--- src/mpfs_consts.vh ---
`ifndef MPFS_CONSTS_VH
`define MPFS_CONSTS_VH

// ==========================================================
// Pin group widths and positions in the flat pin vector
`define MPFS_P7_W      1
`define MPFS_P8_W      6
`define MPFS_PA_W      7
`define MPFS_PB_W      8
`define MPFS_PE_W      8
`define MPFS_PF_W      8
`define MPFS_PIN_W     38
`define MPFS_P7_LO     0
`define MPFS_P8_LO     1
`define MPFS_PA_LO     7
`define MPFS_PB_LO     14
`define MPFS_PE_LO     22
`define MPFS_PF_LO     30

// ==========================================================
// Field positions inside groups
`define MPFS_P8_RDY    0
`define MPFS_P8_WRU    4
`define MPFS_P8_WRL    5
`define MPFS_PA_CS3    3
`define MPFS_PA_CLK    6
`define MPFS_PB_DMA_END_OF_PROCESS_CH2   4
`define MPFS_PB_DMA_REQUEST_IN_CH2  5
`define MPFS_PB_DMA_ACK_OUT_CH2  6
`define MPFS_PE_SC1    2
`define MPFS_PE_SC2    3
`define MPFS_PE_DMA_REQUEST_IN_CH0  4
`define MPFS_PE_DREQ1  5
`define MPFS_PE_DMA_ACK_OUT_CH0  6
`define MPFS_PE_DACK1  7
`define MPFS_PF_RX0    0
`define MPFS_PF_TX0    1
`define MPFS_PF_SC0    2
`define MPFS_PF_RX1    3
`define MPFS_PF_TX1    4
`define MPFS_PF_RX2    5
`define MPFS_PF_TX2    6
`define MPFS_PF_ATG    7

// ==========================================================
// Strap decoding and reset values
`define MPFS_MODE_SINGLE  3'h0
`define MPFS_MODE_RST     3'h0
`define MPFS_PIN_RST      38'h0
`define MPFS_OE_RST       38'h0

`endif

--- src/mpfs_mode_latch.v ---
`timescale 1ns/1ps
`include "mpfs_consts.vh"

// ==========================================================
// Strap capture: taken once on the first edge after reset
module mpfs_mode_latch (
  input  wire       sys_clk_i,
  input  wire       arst_n_i,
  input  wire [2:0] boot_mode_strap_i,
  output reg  [2:0] mode_q,
  output reg        valid_q,
  output reg        ext_bus_q
);

  // Straps are static by board design, so one sample suffices
  always @(posedge sys_clk_i or negedge arst_n_i) begin
    if (!arst_n_i) begin
      mode_q    <= `MPFS_MODE_RST;
      valid_q   <= 1'b0;
      ext_bus_q <= 1'b0;
    end else if (!valid_q) begin
      mode_q    <= boot_mode_strap_i;
      valid_q   <= 1'b1;
      ext_bus_q <= (boot_mode_strap_i != `MPFS_MODE_SINGLE);
    end
  end

endmodule

--- src/mpfs_pin_cell.v ---
`timescale 1ns/1ps
`include "mpfs_consts.vh"

// ==========================================================
// Per-pin selector, function over port, registered drive
module mpfs_pin_cell (
  input  wire                   sys_clk_i,
  input  wire                   arst_n_i,
  input  wire [`MPFS_PIN_W-1:0] fn_en_i,
  input  wire [`MPFS_PIN_W-1:0] fn_out_i,
  input  wire [`MPFS_PIN_W-1:0] port_out_i,
  input  wire [`MPFS_PIN_W-1:0] port_oe_i,
  output reg  [`MPFS_PIN_W-1:0] pin_q,
  output reg  [`MPFS_PIN_W-1:0] pin_oe_q
);

  always @(posedge sys_clk_i or negedge arst_n_i) begin
    if (!arst_n_i) begin
      pin_q    <= `MPFS_PIN_RST;
      pin_oe_q <= `MPFS_OE_RST;
    end else begin
      pin_q    <= (fn_en_i & fn_out_i) | (~fn_en_i & port_out_i);
      pin_oe_q <= fn_en_i | port_oe_i;
    end
  end

endmodule

--- src/mpfs_pin_mux.v ---
`timescale 1ns/1ps
`include "mpfs_consts.vh"

// Operation
// - 16-bit bus: upper strobe high lane, lower strobe low lane; 8-bit frees lower.
// - Lower write strobe pin stays undriven while in reset.
// - Unused write strobe pins act as port bits.
// - Six active-low chip selects; unassigned ones act as port bits.
// - Chip select 3 pin carries end-of-process 1 only when enabled.
// - Clock output follows bus clock when selected, else port bit.
// - Port B carries DRAM strobes of two banks, else port bits.
// - Bank B row strobe pin carries end-of-process 2 when enabled.
// - DMA request pins sampled while selected as transfer cause.
// - DMA acknowledges driven only while acknowledge output enabled.
// - External interrupt inputs monitored while their interrupt is enabled.
// - Serial clock pin driven while clock output enabled, else serial clock 0 pin carries PWM output 3 when PWM output enabled.
// - Trigger beside serial 1 data out valid only when both outputs off.
// - Serial 2 data out driven only while enabled, else PWM output 2 when PWM output enabled, else port.
// - Serial 2 receive input sampled while receiving.
// - Serial 0/1 receive and shared triggers sampled when selected.
// - PWM outputs appear only while PWM output enabled.
// - Active-low converter trigger monitored when selected as start cause.
// - Enabled peripheral output beats port output on a shared pin.
// - Nonmaskable interrupt pin is active-low request input.
module mpfs_pin_mux (
  input  wire       sys_clk_i,
  input  wire       arst_n_i,
  input  wire [2:0] boot_mode_strap_i,
  input  wire       nonmaskable_irq_n_i,
  input  wire       bus_width16_i,
  input  wire       bus_wr_active_n_i,
  input  wire       bus_lane_hi_i,
  input  wire       bus_lane_lo_i,
  input  wire       bus_ready_en_i,
  input  wire       addr24_en_i,
  input  wire       addr24_i,
  input  wire [5:0] chip_sel_en_i,
  input  wire [5:0] chip_sel_n_i,
  input  wire       bus_clk_out_en_i,
  input  wire       bus_clk_level_i,
  input  wire [7:0] dram_fn_en_i,
  input  wire [7:0] dram_strobe_i,
  input  wire       dma_eop_out_en_i,
  input  wire [2:0] dma_end_of_process_i,
  input  wire       dma_ack_out_en_i,
  input  wire [2:0] dma_ack_i,
  input  wire [2:0] dma_req_sel_i,
  input  wire [3:0] ext_irq_en_i,
  input  wire [2:0] ser_clk_out_en_i,
  input  wire [2:0] ser_clk_i,
  input  wire [2:0] ser_tx_en_i,
  input  wire [2:0] ser_tx_i,
  input  wire [2:0] ser_rx_en_i,
  input  wire       pwm_out_en_i,
  input  wire [3:0] pwm_out_i,
  input  wire [3:0] pwm_trig_sel_i,
  input  wire       adc_trig_sel_i,
  input  wire [0:0] p7_pin_i,
  input  wire [0:0] p7_port_out_i,
  input  wire [0:0] p7_port_oe_i,
  input  wire [5:0] p8_pin_i,
  input  wire [5:0] p8_port_out_i,
  input  wire [5:0] p8_port_oe_i,
  input  wire [6:0] pa_pin_i,
  input  wire [6:0] pa_port_out_i,
  input  wire [6:0] pa_port_oe_i,
  input  wire [7:0] pb_pin_i,
  input  wire [7:0] pb_port_out_i,
  input  wire [7:0] pb_port_oe_i,
  input  wire [7:0] pe_pin_i,
  input  wire [7:0] pe_port_out_i,
  input  wire [7:0] pe_port_oe_i,
  input  wire [7:0] pf_pin_i,
  input  wire [7:0] pf_port_out_i,
  input  wire [7:0] pf_port_oe_i,
  output wire [0:0] p7_pin_o,
  output wire [0:0] p7_pin_oe_o,
  output wire [5:0] p8_pin_o,
  output wire [5:0] p8_pin_oe_o,
  output wire [6:0] pa_pin_o,
  output wire [6:0] pa_pin_oe_o,
  output wire [7:0] pb_pin_o,
  output wire [7:0] pb_pin_oe_o,
  output wire [7:0] pe_pin_o,
  output wire [7:0] pe_pin_oe_o,
  output wire [7:0] pf_pin_o,
  output wire [7:0] pf_pin_oe_o,
  output reg  [0:0] p7_port_in_o,
  output reg  [5:0] p8_port_in_o,
  output reg  [6:0] pa_port_in_o,
  output reg  [7:0] pb_port_in_o,
  output reg  [7:0] pe_port_in_o,
  output reg  [7:0] pf_port_in_o,
  output wire [2:0] boot_mode_o,
  output wire       ext_bus_mode_o,
  output reg        nmi_req_o,
  output reg        bus_ready_o,
  output reg  [2:0] dma_req_o,
  output reg  [3:0] ext_irq_o,
  output reg  [2:0] ser_rx_o,
  output reg  [2:0] ser_clk_in_o,
  output reg  [3:0] pwm_trig_o,
  output reg        adc_ext_trigger_n_o
);

  // ==========================================================
  // Mode straps
  wire       mode_valid;
  wire       ext_bus;

  mpfs_mode_latch u_mode (
    .sys_clk_i         (sys_clk_i),
    .arst_n_i          (arst_n_i),
    .boot_mode_strap_i (boot_mode_strap_i),
    .mode_q            (boot_mode_o),
    .valid_q           (mode_valid),
    .ext_bus_q         (ext_bus)
  );

  assign ext_bus_mode_o = ext_bus;

  // ==========================================================
  // Write strobes
  wire wr_act;
  wire wr_upper_en;
  wire wr_lower_en;
  wire write_strobe_upper_n;
  wire write_strobe_lower_n;

  assign wr_act = ~bus_wr_active_n_i;
  // In 8-bit mode every byte travels on the upper strobe
  assign write_strobe_upper_n = ~(wr_act & (bus_width16_i ? bus_lane_hi_i
                                : (bus_lane_hi_i | bus_lane_lo_i)));
  assign write_strobe_lower_n = ~(wr_act & bus_lane_lo_i);
  // Lower strobe held off until straps are known, so it floats in reset
  assign wr_upper_en = mode_valid & ext_bus;
  assign wr_lower_en = mode_valid & ext_bus & bus_width16_i;

  // ==========================================================
  // Port 7: address bit 24 and end-of-process 0
  wire [0:0] p7_en;
  wire [0:0] p7_out;

  assign p7_en  = dma_eop_out_en_i | addr24_en_i;
  assign p7_out = dma_eop_out_en_i ? dma_end_of_process_i[0] : addr24_i;

  // ==========================================================
  // Port 8: ready input and write strobes
  wire [5:0] p8_en;
  wire [5:0] p8_out;

  assign p8_en  = {wr_lower_en, wr_upper_en, 4'h0};
  assign p8_out = {write_strobe_lower_n, write_strobe_upper_n, 4'h0};

  // ==========================================================
  // Port A: chip selects and bus clock
  reg [6:0] pa_en;
  reg [6:0] pa_out;

  always @* begin
    pa_en  = {bus_clk_out_en_i, chip_sel_en_i};
    pa_out = {bus_clk_level_i, chip_sel_n_i};
    // End-of-process wins the shared pin only while enabled
    if (dma_eop_out_en_i) begin
      pa_en[`MPFS_PA_CS3]  = 1'b1;
      pa_out[`MPFS_PA_CS3] = dma_end_of_process_i[1];
    end
  end

  // ==========================================================
  // Port B: DRAM strobes for two banks
  reg [7:0] pb_en;
  reg [7:0] pb_out;

  always @* begin
    pb_en  = dram_fn_en_i;
    pb_out = dram_strobe_i;
    if (dma_eop_out_en_i) begin
      pb_en[`MPFS_PB_DMA_END_OF_PROCESS_CH2]  = 1'b1;
      pb_out[`MPFS_PB_DMA_END_OF_PROCESS_CH2] = dma_end_of_process_i[2];
    end
    if (dma_ack_out_en_i) begin
      pb_en[`MPFS_PB_DMA_ACK_OUT_CH2]  = 1'b1;
      pb_out[`MPFS_PB_DMA_ACK_OUT_CH2] = dma_ack_i[2];
    end
    // Request input: DRAM drive is dropped while selected as a cause
    if (dma_req_sel_i[2]) begin
      pb_en[`MPFS_PB_DMA_REQUEST_IN_CH2] = 1'b0;
    end
  end

  // ==========================================================
  // Port E: interrupts, serial clocks, DMA request and acknowledge
  reg [7:0] pe_en;
  reg [7:0] pe_out;

  always @* begin
    pe_en  = 8'h00;
    pe_out = 8'h00;
    pe_en[`MPFS_PE_SC1]    = ser_clk_out_en_i[1];
    pe_out[`MPFS_PE_SC1]   = ser_clk_i[1];
    pe_en[`MPFS_PE_SC2]    = ser_clk_out_en_i[2];
    pe_out[`MPFS_PE_SC2]   = ser_clk_i[2];
    pe_en[`MPFS_PE_DMA_ACK_OUT_CH0]  = dma_ack_out_en_i;
    pe_out[`MPFS_PE_DMA_ACK_OUT_CH0] = dma_ack_i[0];
    pe_en[`MPFS_PE_DACK1]  = dma_ack_out_en_i;
    pe_out[`MPFS_PE_DACK1] = dma_ack_i[1];
  end

  // ==========================================================
  // Port F: serial data, PWM and converter trigger
  reg [7:0] pf_en;
  reg [7:0] pf_out;

  always @* begin
    pf_en  = 8'h00;
    pf_out = 8'h00;
    // Receive 0/1 pins, which carry triggers 0 and 2, get no peripheral drive at all
    pf_en[`MPFS_PF_RX0] = 1'b0;
    pf_en[`MPFS_PF_RX1] = 1'b0;
    pf_en[`MPFS_PF_TX0]  = ser_tx_en_i[0];
    pf_out[`MPFS_PF_TX0] = ser_tx_i[0];
    pf_en[`MPFS_PF_TX1]  = ser_tx_en_i[1];
    pf_out[`MPFS_PF_TX1] = ser_tx_i[1];
    // Serial clock outranks PWM output 3 on the same pin
    if (ser_clk_out_en_i[0]) begin
      pf_en[`MPFS_PF_SC0]  = 1'b1;
      pf_out[`MPFS_PF_SC0] = ser_clk_i[0];
    end else if (pwm_out_en_i) begin
      pf_en[`MPFS_PF_SC0]  = 1'b1;
      pf_out[`MPFS_PF_SC0] = pwm_out_i[3];
    end
    if (pwm_out_en_i && !ser_rx_en_i[2]) begin
      pf_en[`MPFS_PF_RX2]  = 1'b1;
      pf_out[`MPFS_PF_RX2] = pwm_out_i[1];
    end
    if (ser_tx_en_i[2]) begin
      pf_en[`MPFS_PF_TX2]  = 1'b1;
      pf_out[`MPFS_PF_TX2] = ser_tx_i[2];
    end else if (pwm_out_en_i) begin
      pf_en[`MPFS_PF_TX2]  = 1'b1;
      pf_out[`MPFS_PF_TX2] = pwm_out_i[2];
    end
    if (pwm_out_en_i && !adc_trig_sel_i) begin
      pf_en[`MPFS_PF_ATG]  = 1'b1;
      pf_out[`MPFS_PF_ATG] = pwm_out_i[0];
    end
  end

  // ==========================================================
  // Output selection and registered pin drive
  wire [`MPFS_PIN_W-1:0] fn_en;
  wire [`MPFS_PIN_W-1:0] fn_out;
  wire [`MPFS_PIN_W-1:0] prt_out;
  wire [`MPFS_PIN_W-1:0] prt_oe;
  wire [`MPFS_PIN_W-1:0] pin_q;
  wire [`MPFS_PIN_W-1:0] pin_oe_q;

  assign fn_en   = {pf_en, pe_en, pb_en, pa_en, p8_en, p7_en};
  assign fn_out  = {pf_out, pe_out, pb_out, pa_out, p8_out, p7_out};
  assign prt_out = {pf_port_out_i, pe_port_out_i, pb_port_out_i,
                    pa_port_out_i, p8_port_out_i, p7_port_out_i};
  assign prt_oe  = {pf_port_oe_i, pe_port_oe_i, pb_port_oe_i,
                    pa_port_oe_i, p8_port_oe_i, p7_port_oe_i};

  mpfs_pin_cell u_cell (
    .sys_clk_i  (sys_clk_i),
    .arst_n_i   (arst_n_i),
    .fn_en_i    (fn_en),
    .fn_out_i   (fn_out),
    .port_out_i (prt_out),
    .port_oe_i  (prt_oe),
    .pin_q      (pin_q),
    .pin_oe_q   (pin_oe_q)
  );

  assign p7_pin_o    = pin_q[`MPFS_P8_LO-1:`MPFS_P7_LO];
  assign p7_pin_oe_o = pin_oe_q[`MPFS_P8_LO-1:`MPFS_P7_LO];
  assign p8_pin_o    = pin_q[`MPFS_PA_LO-1:`MPFS_P8_LO];
  assign p8_pin_oe_o = pin_oe_q[`MPFS_PA_LO-1:`MPFS_P8_LO];
  assign pa_pin_o    = pin_q[`MPFS_PB_LO-1:`MPFS_PA_LO];
  assign pa_pin_oe_o = pin_oe_q[`MPFS_PB_LO-1:`MPFS_PA_LO];
  assign pb_pin_o    = pin_q[`MPFS_PE_LO-1:`MPFS_PB_LO];
  assign pb_pin_oe_o = pin_oe_q[`MPFS_PE_LO-1:`MPFS_PB_LO];
  assign pe_pin_o    = pin_q[`MPFS_PF_LO-1:`MPFS_PE_LO];
  assign pe_pin_oe_o = pin_oe_q[`MPFS_PF_LO-1:`MPFS_PE_LO];
  assign pf_pin_o    = pin_q[`MPFS_PIN_W-1:`MPFS_PF_LO];
  assign pf_pin_oe_o = pin_oe_q[`MPFS_PIN_W-1:`MPFS_PF_LO];

  // ==========================================================
  // Input routing toward peripherals and port readback
  // Trigger 1 and 3 share pins with data outputs, so both must be off
  wire trg1_ok;
  wire pwm_trigger_in_3_ok;

  assign trg1_ok = ~ser_tx_en_i[0] & ~pf_port_oe_i[`MPFS_PF_TX0];
  assign pwm_trigger_in_3_ok = ~ser_tx_en_i[1] & ~pf_port_oe_i[`MPFS_PF_TX1];

  // Deselected inputs read inactive so a port toggle cannot fake events
  always @(posedge sys_clk_i or negedge arst_n_i) begin
    if (!arst_n_i) begin
      p7_port_in_o        <= 1'h0;
      p8_port_in_o        <= 6'h00;
      pa_port_in_o        <= 7'h00;
      pb_port_in_o        <= 8'h00;
      pe_port_in_o        <= 8'h00;
      pf_port_in_o        <= 8'h00;
      nmi_req_o           <= 1'b0;
      bus_ready_o         <= 1'b1;
      dma_req_o           <= 3'h0;
      ext_irq_o           <= 4'h0;
      ser_rx_o            <= 3'h7;
      ser_clk_in_o        <= 3'h0;
      pwm_trig_o          <= 4'h0;
      adc_ext_trigger_n_o <= 1'b1;
    end else begin
      p7_port_in_o <= p7_pin_i;
      p8_port_in_o <= p8_pin_i;
      pa_port_in_o <= pa_pin_i;
      pb_port_in_o <= pb_pin_i;
      pe_port_in_o <= pe_pin_i;
      pf_port_in_o <= pf_pin_i;
      nmi_req_o    <= ~nonmaskable_irq_n_i;
      bus_ready_o  <= ~bus_ready_en_i | p8_pin_i[`MPFS_P8_RDY];
      dma_req_o    <= dma_req_sel_i & {pb_pin_i[`MPFS_PB_DMA_REQUEST_IN_CH2],
                      pe_pin_i[`MPFS_PE_DREQ1],
                      pe_pin_i[`MPFS_PE_DMA_REQUEST_IN_CH0]};
      ext_irq_o    <= ext_irq_en_i & pe_pin_i[3:0];
      ser_rx_o[0]  <= ~ser_rx_en_i[0] | pf_pin_i[`MPFS_PF_RX0];
      ser_rx_o[1]  <= ~ser_rx_en_i[1] | pf_pin_i[`MPFS_PF_RX1];
      ser_rx_o[2]  <= ~ser_rx_en_i[2] | pf_pin_i[`MPFS_PF_RX2];
      ser_clk_in_o <= ~ser_clk_out_en_i & {pe_pin_i[`MPFS_PE_SC2],
                      pe_pin_i[`MPFS_PE_SC1],
                      pf_pin_i[`MPFS_PF_SC0]};
      pwm_trig_o[0] <= pwm_trig_sel_i[0] & pf_pin_i[`MPFS_PF_RX0];
      pwm_trig_o[1] <= pwm_trig_sel_i[1] & trg1_ok
                       & pf_pin_i[`MPFS_PF_TX0];
      pwm_trig_o[2] <= pwm_trig_sel_i[2] & pf_pin_i[`MPFS_PF_RX1];
      pwm_trig_o[3] <= pwm_trig_sel_i[3] & pwm_trigger_in_3_ok
                       & pf_pin_i[`MPFS_PF_TX1];
      adc_ext_trigger_n_o <= ~adc_trig_sel_i
                             | pf_pin_i[`MPFS_PF_ATG];
    end
  end

endmodule

--- config.mk ---
export PLATFORM = sky130hd
export DESIGN_NAME = mpfs_pin_mux
export DESIGN_NICKNAME = d
export VERILOG_FILES = /design/src/mpfs_mode_latch.v /design/src/mpfs_pin_cell.v /design/src/mpfs_pin_mux.v
export VERILOG_INCLUDE_DIRS = /design/src /design/src/src
export SDC_FILE = /design/constraint.sdc
export NUM_CORES = 1
export LEC_CHECK = 0
export ABC_AREA = 1
export BUFFER_PORTS_ARGS = -buffer_cell sky130_fd_sc_hd__buf_2
export CORE_AREA = 2 2 131 133
export DETAILED_ROUTE_END_ITERATION = 10
export DIE_AREA = 0 0 133 135
export MAX_ROUTING_LAYER = met4
export SYNTH_ARGS = -nofsm -noshare
export SYNTH_HDL_FRONTEND = slang
export SYNTH_SLANG_ARGS = --single-unit
--- constraint.sdc ---
create_clock -name sys_clk_i -period 1.5 [get_ports sys_clk_i]
set_input_delay 0.225 -clock sys_clk_i [delete_from_list [all_inputs] [get_ports sys_clk_i]]
set_output_delay 0.225 -clock sys_clk_i [all_outputs]
set_load 0.02 [all_outputs]
==> results.toml <==
[run_status]
status = "complete, no violations"

[critical_path]
crit_fanout = 1
worst_ep_required_time_ns = 1.79
reg2reg_setup_slack_ns = 0.57
crit_type = "input pin to register"
arrival_ns = 1.73
crit_path_start_kind = "input pin"
worstSetupEndpointType = "register"

[placement]
place_congestion = 0.7835
place_area_sq_um = 6349
dpl_worst_slack_ns = 0.5740
dp_hpwl_mm = 10.00
port_buffers = 334

[clock_network]
clk_path_buf_depth = 2
holdBufCountCts = 104
cts_sinks = 139
cts_resized = 0
clk-insertion-delay-late_ns = 0.40
clk_pin_slew_worst_paths_ns = 0.06
root_buffer = "clkbuf_16"
h-tree-depth = 4
post_cts_buffers = 0
cts_buffers = 17
cts_tree = "built"

[synth]
synth_fa_ha_area_share_pct = 0
synth-simple-area-share_pct = 12.33
ys_types = 18
yosys_warnings = 0
seq_area_frac_synth_pct = 80.24
syn_inst = 338
synth-seq-cells = 139
synthXorXnorAreaFrac_pct = 0
synth_mux_area_share_pct = 0
synth_top_family_by_area = "simple AND/OR/NAND/NOR gates"
postSynthAreaPerCell_sq_um = 12.85
syn-num-nets = 535
syn_area_sq_um = 4343
synth_compound_area_share_pct = 2.795

[sta]
fin_hold_ws_ns = 0.02458
setup_tns_ns = 0
max_clock_freq_mhz = 692.5
fin_crit_sh_pct = 96.27
setup_viol = 0
fin_worst_skew_ns = 0.001146
fin_crit_ns = 1.444
fin_ws_ns = 0.05599
hold_viol = 0
drv_slew = 0
rsz0062_at_grt = "no"

[power_and_ir_drop]
peakVddDrop_uv = 715.0
p_leak_nw = 4.269
powerDensity_nw_per_um2 = 1195

[drt]
drc = 0
vias = 4003
wl_per_cell_microns = 13.20
drt-initial-drc-count = 138
wl_mm = 13.61
via_per_inst = 3.883
dr.pass1.iters = 4
drt.antenna.violating_nets = 0

[flow_run]
cap_violations = 0

[finish]
final_common_cell = "buf_2"
diodes = 0
drive_gt1_share_pct = 48.21
syn2layout_area_growth_pct = 84.07
finalInstanceArea_sq_um = 7994
layout_common_cells = "333 x buf_2, 134 x dfrtp_1, 104 x dlygate4sd3_1, 80 x nand2_1, 49 x inv_1"
fillers = 1464
fin_nets = 995

[global_route]
overflow = 0
antenna_found_initial = 0
grt_start_max_net_pins = 45
grtUsageTotal_pct = 15.68
grt_pass1_wl_mm = 20.76
grt_pass1_vias = 4181

[floorplan]
fp.dieW_microns = 133
die_y_microns = 135
die-area_sq_um = 17960
initial_core_util_pct = 26.47
core_sq_um = 16410
io-pin-count = 335
num_rows = 47

[min_path]
min-delay-path-class = "input pin to register"
-- sequential cells by signal, summed over array words and instances (netlist names) --
register             cells
pe_port_in_o             8
u_mode.valid_q           1
p8_port_in_o             6
u_cell.pin_q            38
pwm_trig_o               4
u_mode.ext_bus_q         1
pf_port_in_o             8
bus_ready_o              1
pa_port_in_o             7
u_mode.mode_q            3
adc_ext_trigger_n_o      1
ser_clk_in_o             3
pb_port_in_o             8
dma_req_o                3
u_cell.pin_oe_q         38
nmi_req_o                1
p7_port_in_o             1
ext_irq_o                4
ser_rx_o                 3
-- worst max-delay path, cell delays in order --
cell and delay (ns):
dlygate4sd3_1 0.54, buf_2 0.12, or2_2 0.28, dlygate4sd3_1 0.56
-- routing by layer --
layer / vias up / wire length (microns) / track usage (%)
met5: - / 0 / -
met4: 0 / 265 / 6.511
met3: 21 / 1069 / 4.505
met2: 227 / 6999 / 27.14
met1: 1816 / 5272 / 16.97
li1: 1939 / - / -
-- report_power, final --
group / internal, mW / leakage (nW) / switching (mW)
registers: 3.97 / 1.60 / 0.0579
logic: 0.589 / 2.37 / 0.690
clock network: 2.70 / 0.297 / 1.54
-- Yosys cell counts --
master / instances / area [sq um]
buf_2: 2 / 10.01
nand2_1: 80 / 300.3
inv_1: 49 / 183.9
or2_2: 13 / 81.33
nand2_2: 1 / 6.260
inv_2: 1 / 3.750
a21oi_2: 1 / 8.760
nor2_1: 11 / 41.29
dfstp_2: 5 / 131.4
or2_1: 7 / 43.79
o21ai_1: 3 / 15.01
conb_1: 1 / 3.750
o211ai_1: 3 / 22.52
dfrtp_1: 134 / 3353
nand3_1: 10 / 50.05
nand4_1: 1 / 6.260
o21ai_0: 15 / 75.07
nor2_2: 1 / 6.260
-- metrics by stage --
step | instances | power (mW) | utilization [%]
global route | 1031 | 10.02 | 48.72
finish | 1031 | 9.550 | 48.72
floorplan | 338 | 4.527 | -
CTS | 1031 | 9.696 | 48.72
detailed placement | 895 | 5.169 | 38.69
global placement | 895 | 5.151 | 38.69
-- kinds of logic (layout without fill, tap and decap cells) --
| logic type | after synthesis | count (layout) |
|---|---|---|
| DFF | 139 | 139 |
| and+or+nand+nor | 124 | 124 |
| buffers and inverters | 52 | 525 |
| AOI/OAI and AO/OA | 22 | 22 |
| other | 1 | 1 |
-- cell type report --
class                   count  area [sq um]  share of cell area [%]
flip-flops and latches    139          3485                   43.59
clock buffers              21         460.4                   5.760
well taps                 220         275.3                   3.443
inverters                  50         187.7                   2.348
clock inverters            11         143.9                   1.800
multi-input cells         147         660.6                   8.264
repair buffers            443          2781                   34.79
-- final timing paths --
kind,from,endpoint,cells after the start
max,pa_port_oe_i[1],u_cell.pin_oe_q[8],4
min,ser_tx_i[0],u_cell.pin_q[31],3
max reg2reg,u_mode.valid_q,u_cell.pin_oe_q[6],3
min reg2reg,u_mode.mode_q[2],u_mode.mode_q[2],2
max in group asynchronous,arst_n_i,u_cell.pin_oe_q[18],3
min in group asynchronous,arst_n_i,pwm_trig_o[0],2
Note: power is estimated with default switching activity, not from simulation.
